==> src/hw/conv_regs_pkg.sv <==
package conv_regs_pkg;

	// Register indices on the serial target interface
	localparam logic [7:0] ADDR_VOUT_TWO = 8'h02;
	localparam logic [7:0] ADDR_CONTROL = 8'h03;
	localparam logic [7:0] ADDR_STATUS = 8'h05;
	localparam logic [7:0] READ_UNMAPPED = 8'h00;

	// Reset values
	localparam logic [7:0] VOUT_TWO_RST = 8'h64;
	localparam logic [7:0] CONTROL_RST = 8'h6F;
	localparam logic [7:0] STATUS_RST = 8'h00;

	// Control field positions
	localparam int CTL_RESET_BIT = 7;
	localparam int CTL_FORCED_PULSE_WIDTH_OPERATION_TRANS_BIT = 6;
	localparam int CTL_FORCED_PULSE_WIDTH_OPERATION_BIT = 4;
	localparam int CTL_DISCH_BIT = 3;
	localparam int CTL_RETRY_BIT = 2;

	// Status field positions
	localparam int STS_THERM_BIT = 4;
	localparam int STS_RETRY_BIT = 3;
	localparam int STS_UNDERVOLTAGE_LOCKOUT_FLAG_BIT = 0;

	// Voltage mapping: base and step in microvolts
	localparam int VOUT_BASE_UV = 400000;
	localparam int VOUT_STEP_UV = 5000;

	// Ramp step times and clock period in picoseconds
	localparam int CLK_PERIOD_PS = 10000;
	localparam int RAMP_STEP0_PS = 250000;
	localparam int RAMP_STEP1_PS = 500000;
	localparam int RAMP_STEP2_PS = 1000000;
	localparam int RAMP_STEP3_PS = 5000000;
	localparam int RAMP_CYC0 = RAMP_STEP0_PS / CLK_PERIOD_PS;
	localparam int RAMP_CYC1 = RAMP_STEP1_PS / CLK_PERIOD_PS;
	localparam int RAMP_CYC2 = RAMP_STEP2_PS / CLK_PERIOD_PS;
	localparam int RAMP_CYC3 = RAMP_STEP3_PS / CLK_PERIOD_PS;

	// Register access request from the serial engine
	typedef struct packed {
		logic wr;
		logic rd;
		logic [7:0] addr;
		logic [7:0] data;
	} reg_req_t;

	// Converter configuration outputs
	typedef struct packed {
		logic forced_pulse_width_operation;
		logic discharge_en;
		logic retry_protect;
		logic [1:0] ramp_sel;
	} conv_cfg_t;

	// Ramp engine states
	typedef enum logic [1:0] {
		RAMP_IDLE = 2'b00,
		RAMP_WAIT = 2'b01,
		RAMP_STEP = 2'b11
	} ramp_state_t;

endpackage

==> src/hw/conv_regs.sv <==
`timescale 1ns/1ps
// Contract
// - Voltage code maps 400 to 1675 mV linearly
// - Voltage code resets to 0x64
// - Address 0x02 is voltage code, read/write
// - Address 0x03 is control, write only
// - Control bit 7 resets all registers
// - Bit 6 forces PWM during transitions
// - Bit 4 selects power save or PWM
// - Bit 3 enables output discharge, reset one
// - Bit 2 selects retry or latching protection
// - Bits 1:0 set ramp step time
// - Address 0x05 is status, read only
// - Status bit 4 flags thermal warning
// - Status bit 3 flags retry entered once
// - Status bit 0 flags undervoltage lockout
// - Status latched until reset or read
// - New written target is adopted
// - Unmapped addresses read 0x00
// - Write commits at acknowledge clock fall
// - Enable falling edge resets registers
module conv_regs
	import conv_regs_pkg::*;
#(
	parameter int RAMP_CYC_SLOW = RAMP_CYC3
) (
	// Clock and reset
	input wire logic clk_sys,
	input wire logic rstn,
	// Serial engine side, same clock domain
	input wire reg_req_t req,
	input wire logic ack_fall,
	output logic [7:0] rd_data_q,
	// Device pins and monitors
	input wire logic enable_pin,
	input wire logic therm_warn_in,
	input wire logic retry_event_in,
	input wire logic undervoltage_in,
	// Converter controls
	output conv_cfg_t cfg_q,
	output logic [7:0] vout_code_two_q,
	output logic [7:0] vout_active_q,
	output logic pwm_force_q,
	output logic restart_q
);

	////////////////////////////////////////////////////////////////
	// Input synchronisers
	logic [1:0] en_sync_q;
	logic [1:0] th_sync_q;
	logic [1:0] rt_sync_q;
	logic [1:0] uv_sync_q;
	logic en_prev_q;
	logic [7:0] ctl_q;
	logic [7:0] status_q;
	logic soft_reset;
	logic en_fall;
	logic clear_all;
	logic wr_commit;
	logic ramp_tick;
	logic [12:0] ramp_cnt_q;
	ramp_state_t ramp_state_q;

	// Pins come from outside the clock domain
	always_ff @(posedge clk_sys or negedge rstn) begin
		if (!rstn) begin
			en_sync_q <= 2'h0;
			th_sync_q <= 2'h0;
			rt_sync_q <= 2'h0;
			uv_sync_q <= 2'h0;
		end else begin
			en_sync_q <= {en_sync_q[0], enable_pin};
			th_sync_q <= {th_sync_q[0], therm_warn_in};
			rt_sync_q <= {rt_sync_q[0], retry_event_in};
			uv_sync_q <= {uv_sync_q[0], undervoltage_in};
		end
	end

	// Enable history for edge detection on the synced level
	always_ff @(posedge clk_sys or negedge rstn) begin
		if (!rstn) begin
			en_prev_q <= 1'b0;
		end else begin
			en_prev_q <= en_sync_q[1];
		end
	end

	////////////////////////////////////////////////////////////////
	// Reset sources and write strobe
	assign en_fall = en_prev_q & ~en_sync_q[1];
	// Data is latched at the acknowledge clock fall, not on request
	assign wr_commit = req.wr & ack_fall;
	assign soft_reset = wr_commit && req.addr == ADDR_CONTROL &&
		req.data[CTL_RESET_BIT];
	assign clear_all = soft_reset | en_fall;

	////////////////////////////////////////////////////////////////
	// Voltage target register
	always_ff @(posedge clk_sys or negedge rstn) begin
		if (!rstn) begin
			vout_code_two_q <= VOUT_TWO_RST;
		end else if (clear_all) begin
			vout_code_two_q <= VOUT_TWO_RST;
		end else if (wr_commit && req.addr == ADDR_VOUT_TWO) begin
			vout_code_two_q <= req.data;
		end
	end

	// Control register; reset bit itself never stored, reads back zero
	always_ff @(posedge clk_sys or negedge rstn) begin
		if (!rstn) begin
			ctl_q <= CONTROL_RST;
		end else if (clear_all) begin
			ctl_q <= CONTROL_RST;
		end else if (wr_commit && req.addr == ADDR_CONTROL) begin
			ctl_q <= {1'b0, req.data[6:0]};
		end
	end

	// Decoded configuration straight from flops
	always_ff @(posedge clk_sys or negedge rstn) begin
		if (!rstn) begin
			cfg_q <= '0;
			restart_q <= 1'b0;
		end else begin
			cfg_q.forced_pulse_width_operation <= ctl_q[CTL_FORCED_PULSE_WIDTH_OPERATION_BIT];
			cfg_q.discharge_en <= ctl_q[CTL_DISCH_BIT];
			cfg_q.retry_protect <= ctl_q[CTL_RETRY_BIT];
			cfg_q.ramp_sel <= ctl_q[1:0];
			restart_q <= soft_reset;
		end
	end

	////////////////////////////////////////////////////////////////
	// Status flags; an event in the read cycle survives the clear
	always_ff @(posedge clk_sys or negedge rstn) begin
		if (!rstn) begin
			status_q <= STATUS_RST;
		end else begin
			if (clear_all || (req.rd && req.addr == ADDR_STATUS)) begin
				status_q <= STATUS_RST;
			end
			if (th_sync_q[1]) begin
				status_q[STS_THERM_BIT] <= 1'b1;
			end
			if (rt_sync_q[1]) begin
				status_q[STS_RETRY_BIT] <= 1'b1;
			end
			if (uv_sync_q[1]) begin
				status_q[STS_UNDERVOLTAGE_LOCKOUT_FLAG_BIT] <= 1'b1;
			end
		end
	end

	// Read mux; control is write only so it reads as unmapped
	always_ff @(posedge clk_sys or negedge rstn) begin
		if (!rstn) begin
			rd_data_q <= READ_UNMAPPED;
		end else if (req.rd) begin
			unique case (req.addr)
				ADDR_VOUT_TWO: rd_data_q <= vout_code_two_q;
				ADDR_STATUS: rd_data_q <= status_q & 8'h19;
				default: rd_data_q <= READ_UNMAPPED;
			endcase
		end
	end

	////////////////////////////////////////////////////////////////
	// Ramp timing; the active code walks one step per interval
	function automatic logic [12:0] step_cycles(input logic [1:0] sel);
		unique case (sel)
			2'b00: step_cycles = 13'(RAMP_CYC0);
			2'b01: step_cycles = 13'(RAMP_CYC1);
			2'b10: step_cycles = 13'(RAMP_CYC2);
			default: step_cycles = 13'(RAMP_CYC_SLOW);
		endcase
	endfunction

	assign ramp_tick = ramp_cnt_q == 13'h0001;

	// Step interval counter
	always_ff @(posedge clk_sys or negedge rstn) begin
		if (!rstn) begin
			ramp_cnt_q <= 13'h0000;
		end else if (ramp_state_q == RAMP_IDLE || ramp_tick) begin
			ramp_cnt_q <= step_cycles(ctl_q[1:0]);
		end else begin
			ramp_cnt_q <= ramp_cnt_q - 13'h0001;
		end
	end

	// Ramp engine: code = 400 mV + 5 mV per count, scaled outside
	always_ff @(posedge clk_sys or negedge rstn) begin
		if (!rstn) begin
			ramp_state_q <= RAMP_IDLE;
			vout_active_q <= VOUT_TWO_RST;
		end else begin
			unique case (ramp_state_q)
				RAMP_IDLE: begin
					if (vout_active_q != vout_code_two_q) begin
						ramp_state_q <= RAMP_WAIT;
					end
				end
				RAMP_WAIT: begin
					if (vout_active_q == vout_code_two_q) begin
						ramp_state_q <= RAMP_IDLE;
					end else if (ramp_tick) begin
						ramp_state_q <= RAMP_STEP;
					end
				end
				RAMP_STEP: begin
					if (vout_active_q < vout_code_two_q) begin
						vout_active_q <= vout_active_q + 8'h01;
					end else if (vout_active_q > vout_code_two_q) begin
						vout_active_q <= vout_active_q - 8'h01;
					end
					// No idle hop, so steps stay one interval apart
					ramp_state_q <= RAMP_WAIT;
				end
				default: ramp_state_q <= RAMP_IDLE;
			endcase
		end
	end

	// Forced PWM during a transition when bit 6 is set
	always_ff @(posedge clk_sys or negedge rstn) begin
		if (!rstn) begin
			pwm_force_q <= 1'b0;
		end else begin
			pwm_force_q <= ctl_q[CTL_FORCED_PULSE_WIDTH_OPERATION_TRANS_BIT] &
				(ramp_state_q != RAMP_IDLE);
		end
	end

	////////////////////////////////////////////////////////////////
	// Checks
	a_vout_write: assert property (@(posedge clk_sys)
		disable iff (!rstn)
		wr_commit && req.addr == ADDR_VOUT_TWO && !clear_all |=>
		vout_code_two_q == $past(req.data))
		else $error("vout write lost");
	a_soft_reset: assert property (@(posedge clk_sys)
		disable iff (!rstn)
		soft_reset |=> vout_code_two_q == VOUT_TWO_RST &&
		ctl_q == CONTROL_RST)
		else $error("soft reset failed");
	a_rst_bit_low: assert property (@(posedge clk_sys)
		disable iff (!rstn)
		1'b1 |-> !ctl_q[CTL_RESET_BIT])
		else $error("reset bit stored");
	a_en_fall: assert property (@(posedge clk_sys)
		disable iff (!rstn)
		en_fall |=> vout_code_two_q == VOUT_TWO_RST &&
		ctl_q == CONTROL_RST)
		else $error("enable fall no reset");
	a_no_commit: assert property (@(posedge clk_sys)
		disable iff (!rstn)
		req.wr && !ack_fall && !clear_all |=> $stable(vout_code_two_q))
		else $error("write before ack");
	a_cfg_follow: assert property (@(posedge clk_sys)
		disable iff (!rstn)
		1'b1 |=> cfg_q == $past(ctl_q[4:0]))
		else $error("config does not follow control");
	a_status_read: assert property (@(posedge clk_sys)
		disable iff (!rstn)
		req.rd && req.addr == ADDR_STATUS |=>
		rd_data_q == ($past(status_q) & 8'h19))
		else $error("status read wrong");
	a_status_rsvd: assert property (@(posedge clk_sys)
		disable iff (!rstn)
		req.rd && req.addr == ADDR_STATUS |=> (rd_data_q & 8'hE6) == 8'h00)
		else $error("reserved bits set");
	a_status_clear: assert property (@(posedge clk_sys)
		disable iff (!rstn)
		req.rd && req.addr == ADDR_STATUS && !th_sync_q[1] &&
		!rt_sync_q[1] && !uv_sync_q[1] |=> status_q == STATUS_RST)
		else $error("status not cleared by read");
	a_unmapped_rd: assert property (@(posedge clk_sys)
		disable iff (!rstn)
		req.rd && (req.addr == ADDR_CONTROL || req.addr > ADDR_STATUS) |=>
		rd_data_q == READ_UNMAPPED)
		else $error("unmapped read nonzero");
	a_therm_latch: assert property (@(posedge clk_sys)
		disable iff (!rstn)
		th_sync_q[1] |=> status_q[STS_THERM_BIT])
		else $error("therm lost");
	a_retry_latch: assert property (@(posedge clk_sys)
		disable iff (!rstn)
		rt_sync_q[1] |=> status_q[STS_RETRY_BIT])
		else $error("retry lost");
	a_undervoltage_lockout_flag_latch: assert property (@(posedge clk_sys)
		disable iff (!rstn)
		uv_sync_q[1] |=> status_q[STS_UNDERVOLTAGE_LOCKOUT_FLAG_BIT])
		else $error("undervoltage_lockout_flag lost");
	a_status_hold: assert property (@(posedge clk_sys)
		disable iff (!rstn)
		status_q[STS_RETRY_BIT] && !clear_all && !req.rd |=>
		status_q[STS_RETRY_BIT])
		else $error("retry flag dropped");
	a_pwm_force: assert property (@(posedge clk_sys)
		disable iff (!rstn)
		ctl_q[CTL_FORCED_PULSE_WIDTH_OPERATION_TRANS_BIT] && ramp_state_q == RAMP_WAIT ##1
		ctl_q[CTL_FORCED_PULSE_WIDTH_OPERATION_TRANS_BIT] |-> pwm_force_q)
		else $error("pwm not forced");
	a_pwm_idle: assert property (@(posedge clk_sys)
		disable iff (!rstn)
		!ctl_q[CTL_FORCED_PULSE_WIDTH_OPERATION_TRANS_BIT] |=> !pwm_force_q)
		else $error("pwm forced without bit");
	a_ramp_up: assert property (@(posedge clk_sys)
		disable iff (!rstn)
		ramp_state_q == RAMP_STEP && vout_active_q < vout_code_two_q |=>
		vout_active_q == $past(vout_active_q) + 8'h01)
		else $error("ramp step missing");
	a_ramp_bound: assert property (@(posedge clk_sys)
		disable iff (!rstn)
		ramp_state_q == RAMP_WAIT && ctl_q[1:0] == 2'b00 &&
		ramp_cnt_q == 13'(RAMP_CYC0) |-> ##[1:30] ramp_state_q == RAMP_STEP)
		else $error("fast ramp slow");

	c_vout_write: cover property (@(posedge clk_sys) disable iff (!rstn)
		wr_commit && req.addr == ADDR_VOUT_TWO);
	c_status_read: cover property (@(posedge clk_sys) disable iff (!rstn)
		req.rd && req.addr == ADDR_STATUS && status_q != 8'h00);
	c_soft_reset: cover property (@(posedge clk_sys) disable iff (!rstn)
		soft_reset);
	c_en_fall: cover property (@(posedge clk_sys) disable iff (!rstn)
		en_fall);
	c_ramp_step: cover property (@(posedge clk_sys) disable iff (!rstn)
		ramp_state_q == RAMP_STEP);

endmodule

==> config.mk <==
export PLATFORM = sky130hd
export DESIGN_NAME = conv_regs
export DESIGN_NICKNAME = d
export VERILOG_FILES = /design/src/hw/conv_regs_pkg.sv /design/src/hw/conv_regs.sv
export SDC_FILE = /design/constraint.sdc
export NUM_CORES = 1
export LEC_CHECK = 0
export BUFFER_PORTS_ARGS = -buffer_cell sky130_fd_sc_hd__buf_2
export CAP_MARGIN = 15
export CORE_MARGIN = 5
export CORE_UTILIZATION = 50
export CTS_CLUSTER_SIZE = 10
export DETAILED_ROUTE_END_ITERATION = 8
export GPL_TIMING_DRIVEN = 1
export MAX_ROUTING_LAYER = met4
export PLACE_DENSITY = 0.76
export SYNTH_ARGS = -nofsm -noshare
export SYNTH_HDL_FRONTEND = slang
export SYNTH_SLANG_ARGS = --single-unit
==> constraint.sdc <==
create_clock -name clk_sys -period 2.5 [get_ports clk_sys]
set_input_delay 0.5 -clock clk_sys [delete_from_list [all_inputs] [get_ports clk_sys]]
set_output_delay 0.5 -clock clk_sys [all_outputs]
set_load 0.03 [all_outputs]
==> impl_results.md, run 1 <==
* Worst Path Buf+Inv at 2
* Hold Crit Class: in2async
* P_leak at 1.97 nW
* Initial DRC count at 82
* Post-DR wirelength/cell at 16.8 µm
* CP required at 2.76 ns
* Worst setup path endpoint: vout_active_q[7]
* Yosys warnings at 0
* CTS Hold Bufs at 0
* Core box area at 5960 µm²
* I/O Pins at 56
* Asr flop ratio synth at 100%
* Cells along the critical path: inv_1, ha_1, nand2_1, o21ai_2, a21o_4, buf_6, ha_4, o211ai_1, o21a_1, o21ai_1, nand2_1, mux2i_1, xor2_1
* Filler-free cell count of the finished design at 458
* Seq. cell area at 1620 µm²
* Worst r2r path cells at 13
* Sink Count at 64
* Top delay family on crit path: compound AO/OA/AOI/OAI gates
* Fin. max-slew vios at 0
* DIE HEIGHT at 88.6 µm
* Iteration count of the initial detailed-routing pass at 4
* Startpoint Class: flip-flop
* CP peak stage delay at 0.54 ns
* Reg2reg end: vout_active_q[7]
* Layout cell share with drive strength beyond 1 at 41.3%
* Post-synth EDFFs at 0
* Met2 Use GR at 33.9%
* Worst-Margin Slew at 0.580 ns
* Via density at 5.52
* Reg2reg start: vout_code_two_q[2]
* Std cell rows at 28
* Critical Path End Type: flip-flop
* Fin Setup TNS at -0.565 ns
* WP depth at 13
* Worst Setup SP: vout_code_two_q[2]
* Remaining DRCs at 0
* Max transition margin at 61.3%
* Status: complete, but fails checks
* Via count at 2526
* Pint at 1.84 mW
* Mapped cell area at 3090 µm²
* Mean Syn Cell Area at 11.2 µm²
* Initial Util at 51.9%
* Mapped Cells at 277
* Post-route ant nets at 0
* Crit path time final at 2.69 ns
* Worst skew pair latency at 0.34 ns
* Multi-input logic area at 1550 µm²
* Die area at 7860 µm²
* Placed Instances at 432
* H-Tree Level Count at 3
* CP most frequent cell: nand2_1
* Clock power frac at 39.1%
* Switch share at 27.2%
* Final worst slack at -0.188 ns
* Routed wire length at 7680 µm
* Max_cap viols at 0
* Worst vdd ir at 459 µV
* # diodes at 0
* Post-detail-place hpwl at 5080 µm
* Clock buffer count from CTS at 9
* Crit Path Class: reg2reg
* Yosys cell types at 49
* Worst-path clk slew at 0.07 ns
* Largest net degree at the start of global routing at 42
* Initial antenna violation count at 0
* Clk root buf: clkbuf_8
* Critical Path Fanout Max at 5
* Area Overhead vs Synth at 34.0%
* CTS tree: yes
* Fill cell count at 436
* Final Skew at 0.00749 ns
* Total chip power at 2.53 mW
* Violated checks: setup timing
* Final hold viol count at 0
* GRT Max-Usage Layer: met2
* First-pass GRT wire length at 12200 µm
* RSZ-0062 raised after global routing: true
* Sw Pwr at 0.689 mW
* Endpoints failing setup at 5
* Number of global-route vias before repair at 2617
* Syn_nets at 323
* GPL Wtd Cong at 0.860
* Pwr per Cell Area at 610 nW/µm²
* PortBufs at 55
* Synth Flop Type: dfrtp_1
* Highest Clock Rate at 0.372 GHz
* CTS max path bufs at 2
* Grt ovf at 0
* Met1 usage at 25.4%
* FF+latch count, synth at 64
* Seq/Total Area, Yosys at 52.2%
* Final period util at 108%
* Sequential share of power at 45.9%
* Worst R2R Setup Slack at -0.19 ns
* Combinational share of power at 15.0%
* Met3 Use GR at 5.03%
* Die X at 88.6 µm
* Crit path max-delay cell type: dfstp_2
* Final nets at 424
* WP data arrival at 2.95 ns
* Gr usage total at 20.9%
==> power groups by stage <==
stage / sequential, mW / clock [mW] / combinational [mW]
6_report: 1.16 / 0.988 / 0.379
5_1_grt: 1.17 / 1.05 / 0.430
4_1_cts: 1.16 / 0.997 / 0.381
3_5_place_dp: 1.18 / 0 / 0.379
3_3_place_gp: 1.17 / 0 / 0.365
2_1_floorplan: 1.18 / 0 / 0.231
==> what timing repair did <==
| item | in CTS | in global routing |
|---|---|---|
| pin swaps | 16 | 16 |
| gates resized for setup | 14 | 14 |
| setup endpoints to repair | 4 | 5 |
| cloned | 0 | 0 |
| buffers inserted | 7 | 3 |
==> sequential cells by signal (all words and copies together), names as in the netlist <==
signal and cells:
vout_active_q 8, en_sync_q 2, vout_code_two_q 8, rt_sync_q 2, th_sync_q 2, uv_sync_q 2
rd_data_q 8, ramp_cnt_q 13, status_q 3, restart_q 1, pwm_force_q 1, ctl_q 6
en_prev_q 1, ramp_state_q 2, cfg_q 5
==> worst min path at each step <==
stage | from | to | slack (ns) | depth (start not counted)
floorplan | rstn | cfg_q[0] | 0.20 | 0
global placement | uv_sync_q[0] | uv_sync_q[1] | 0.33 | 0
detailed placement | th_sync_q[0] | th_sync_q[1] | 0.34 | 0
CTS | rstn | cfg_q[0] | 0.16 | 1
global route | rstn | cfg_q[0] | 0.19 | 1
finish | rstn | ramp_cnt_q[5] | 0.15 | 1
==> Yosys cell counts (5+ instances only) <==
cell type | instances | area [µm²]
dfrtp_1 | 53 | 1330
inv_1 | 21 | 78.8
ha_1 | 20 | 250
nor2_1 | 20 | 75.1
nand2_1 | 18 | 67.6
a21oi_1 | 17 | 85.1
o21ai_0 | 16 | 80.1
dfstp_2 | 11 | 289
xnor2_1 | 11 | 96.3
mux2i_1 | 9 | 90.1
nor3_1 | 9 | 45.0
a21o_1 | 7 | 52.6
mux2_2 | 6 | 67.6
nor2b_1 | 5 | 31.3
==> worst register-to-register path, cell delays in order, from the launching register on <==
cell and delay (ns):
dfstp_2 0.54, inv_1 0.05, ha_1 0.30, nand2_1 0.10
o21ai_2 0.08, a21o_4 0.24, buf_6 0.12, ha_4 0.28
o211ai_1 0.08, o21a_1 0.24, o21ai_1 0.19, nand2_1 0.08
mux2i_1 0.16, xor2_1 0.15
==> cells in the final DEF, fill, tap and decap left out, drive strengths merged, types with 11 or more instances in the layout <==
master  count
inv        21
ha         20
dfstp      11
nand2      18
nor2       21
a21oi      17
xnor2      11
clkbuf     11
buf        92
o21ai      18
dfrtp      53
==> stage by stage <==
| step | util [%] | setup slack [ns] | instance area (µm²) | hold slack, ns |
|---|---|---|---|---|
| after floorplan | - | -0.217 | 3120 | 0.204 |
| after global placement | 62.1 | -0.0887 | 3700 | 0.332 |
| after detailed placement | 62.1 | -0.158 | 3700 | 0.336 |
| after CTS | 68.0 | -0.140 | 4050 | 0.163 |
| after global routing | 69.6 | -0.326 | 4140 | 0.194 |
| final | 69.6 | -0.188 | 4140 | 0.149 |
==> final cells by class <==
cell class	count	share of cell area, %
clock buffers	11	3.41
flip-flops and latches	64	39.0
well taps	75	2.26
inverters	21	1.90
multi-input cells	190	37.5
clock inverters	5	1.93
repair buffers	92	14.0
==> cells by family after synthesis <==
group,after synthesis,synth area share (%)
compound gates,56,11.0
simple gates,83,15.8
mux,15,5.10
buf+inv,23,2.79
xor+xnor,15,4.25
flops,64,52.2
fa+ha+maj,21,8.74
==> per-layer routing <==
metal  up-vias  wire, µm
li1       1180         -
met1      1242      3190
met2        76      3900
met3        28       321
met4         0       270
met5         -         0
Power figures use the tool's default switching activity.
==> run 2, diff against run 1 <==
--- a/config.mk
+++ b/config.mk
@@ -7,13 +7,15 @@
 export LEC_CHECK = 0
 export BUFFER_PORTS_ARGS = -buffer_cell sky130_fd_sc_hd__buf_2
 export CAP_MARGIN = 15
+export CELL_PAD_IN_SITES_DETAIL_PLACEMENT = 2
+export CELL_PAD_IN_SITES_GLOBAL_PLACEMENT = 2
 export CORE_MARGIN = 5
-export CORE_UTILIZATION = 50
+export CORE_UTILIZATION = 32
 export CTS_CLUSTER_SIZE = 10
 export DETAILED_ROUTE_END_ITERATION = 8
 export GPL_TIMING_DRIVEN = 1
 export MAX_ROUTING_LAYER = met4
-export PLACE_DENSITY = 0.76
+export PLACE_DENSITY = 0.75
 export SYNTH_ARGS = -nofsm -noshare
 export SYNTH_HDL_FRONTEND = slang
 export SYNTH_SLANG_ARGS = --single-unit
==> run 2 against run 1 <==
The run still ends with setup timing left. Hold slack lost 0.068 ns. Total power rose by 1.8%. Worst setup slack got worse by 0.070 ns. Critical path depth is the same. Via count up 5.7%. Sequential power hardly changed. Cell area is 5.1% higher. Non-clock buffer count rose by 9. Core utilization shrank 23 points. Sequential share of layout area is 1.9 points lower. First-iteration DRC count decreased by 34%. Largest cell class is now multi-input gates. Largest power group unchanged.
==> impl_results.md, run 2 (synthesis gave the netlist of run 1 again) <==
* Routed wire length at 11800 µm
* Area Overhead vs Synth at 40.8%
* Status: complete, but fails checks
* Gr usage total at 21.6%
* Final hold viol count at 0
* Post-Place Setup Slack at -0.287 ns
* Crit Path Class: reg2reg
* Most flop-heavy register: ramp_cnt_q
* Max transition margin at 68.7%
* Sequential share of power at 45.1%
* Die X at 108 µm
* Violated checks: setup timing
* Final Skew at 0.00970 ns
* Post-detail-place hpwl at 7090 µm
* Worst skew pair latency at 0.36 ns
* Initial Util at 33.1%
* Via density at 5.13
* Clock power frac at 37.5%
* Final hold slack at 0.0814 ns
* CTS max path bufs at 2
* Endpoints failing setup at 8
* DIE HEIGHT at 108 µm
* Grt ovf at 0
* GRT Max-Usage Layer: met2
* Fill cell count at 964
* GPL Wtd Cong at 0.800
* CTS tree: yes
* Sink Count at 64
* Met3 Use GR at 3.70%
* I/O Pins at 56
* Clock buffer count from CTS at 9
* Critical Path Fanout Max at 4
* Met2 Use GR at 37.5%
* Initial antenna violation count at 0
* CTS Hold Bufs at 0
* Layout cell share with drive strength beyond 1 at 45.9%
* P_leak at 2.04 nW
* Final worst slack at -0.257 ns
* Number of global-route vias before repair at 3190
* Sw Pwr at 0.831 mW
* Crit path time final at 2.76 ns
* Die area at 11700 µm²
* Switch share at 32.3%
* Met1 usage at 24.9%
* Initial DRC count at 54
* CP required at 2.79 ns
* Core box area at 9330 µm²
* Final period util at 110%
* Number of flip-flops under the largest register name at 13
* First-pass GRT wire length at 18400 µm
* Most frequent cells in the layout: buf_2 (55), dfrtp_1 (52), buf_4 (44), nor2_1 (19)
* Iteration count of the initial detailed-routing pass at 5
* Worst vdd ir at 384 µV
* Critical Path End Type: flip-flop
* Pint at 1.74 mW
* Worst Setup SP: vout_code_two_q[5]
* Largest net degree at the start of global routing at 50
* Pwr per Cell Area at 591 nW/µm²
* Highest Clock Rate at 0.363 GHz
* Hold Crit Class: in2async
* H-Tree Level Count at 3
* Reg2reg start: vout_code_two_q[5]
* Total chip power at 2.57 mW
* RSZ-0062 raised after global routing: true
* Combinational share of power at 17.4%
* Worst-path clk slew at 0.09 ns
* # diodes at 0
* Fin. max-slew vios at 0
* Clk root buf: clkbuf_8
* Post-DR wirelength/cell at 22.7 µm
* Final nets at 433
* Post-route ant nets at 0
* Max_cap viols at 0
* Worst-Margin Slew at 0.470 ns
* Via count at 2671
* Commonest non-fill, non-tap cell in the layout: buf_2
* Startpoint Class: flip-flop
* Remaining DRCs at 0
* WP data arrival at 3.04 ns
* PortBufs at 55
* Std cell rows at 35
==> run 2: final timing paths <==
kind                            cells past startpoint                to  slack, ns
worst max-delay path                               13  vout_active_q[6]      -0.26
worst min-delay path                                1  vout_active_q[3]       0.08
worst max register to register                     13  vout_active_q[6]      -0.26
worst min register to register                      0      uv_sync_q[1]       0.36
max in group asynchronous                           2          ctl_q[1]       1.73
min in group clk_sys                                1      en_sync_q[0]       0.25
==> run 2: final cells by class <==
type	count	area (µm²)	area share (%)
Tap cell	129	161	3.71
Timing Repair Buffer	101	637	14.6
Multi-Input combinational cell	190	1660	38.0
Inverter	21	78.8	1.81
Sequential cell	64	1620	37.1
Clock inverter	7	80.1	1.84
Clock buffer	9	124	2.84
==> run 2: repair_timing <==
item,4_1_cts,5_1_grt
resized for setup,31,14
pin swaps,17,6
setup endpoints to repair,5,9
setup buffers,12,5
gates cloned,0,0
==> run 2: metal layers <==
metal  wire length (µm)  up-vias
met5                  0        -
met4                401        0
met3                343       26
met2               6080       77
met1               4990     1365
li1                   -     1203
==> run 2: metrics by stage <==
step | TNS (ns) | std cells | util, % | area (µm²)
finish | -1.27 | 521 | 46.7 | 4350
global route | -1.78 | 521 | 46.7 | 4350
CTS | -0.418 | 518 | 45.5 | 4240
detailed placement | -1.06 | 490 | 40.7 | 3790
global placement | -0.278 | 490 | 40.7 | 3790
floorplan | -0.381 | 277 | - | 3120
==> run 2: worst max-delay path, cell delays in order, from the launching register on <==
cell      delay, ns
dfstp_2        0.57
inv_2          0.05
ha_4           0.23
a21oi_4        0.15
o21ai_4        0.07
a21o_4         0.22
buf_6          0.14
ha_4           0.24
a21o_1         0.19
a21oi_2        0.19
o21bai_2       0.11
a21oi_2        0.16
xnor2_1        0.10
mux2_2         0.27
==> run 2: power by group through the flow <==
stage | registers, mW | clock network (mW) | logic, mW
2_1_floorplan | 1.18 | 0 | 0.231
3_3_place_gp | 1.17 | 0 | 0.400
3_5_place_dp | 1.18 | 0 | 0.417
4_1_cts | 1.16 | 0.967 | 0.423
5_1_grt | 1.17 | 1.05 | 0.493
6_report | 1.16 | 0.965 | 0.448
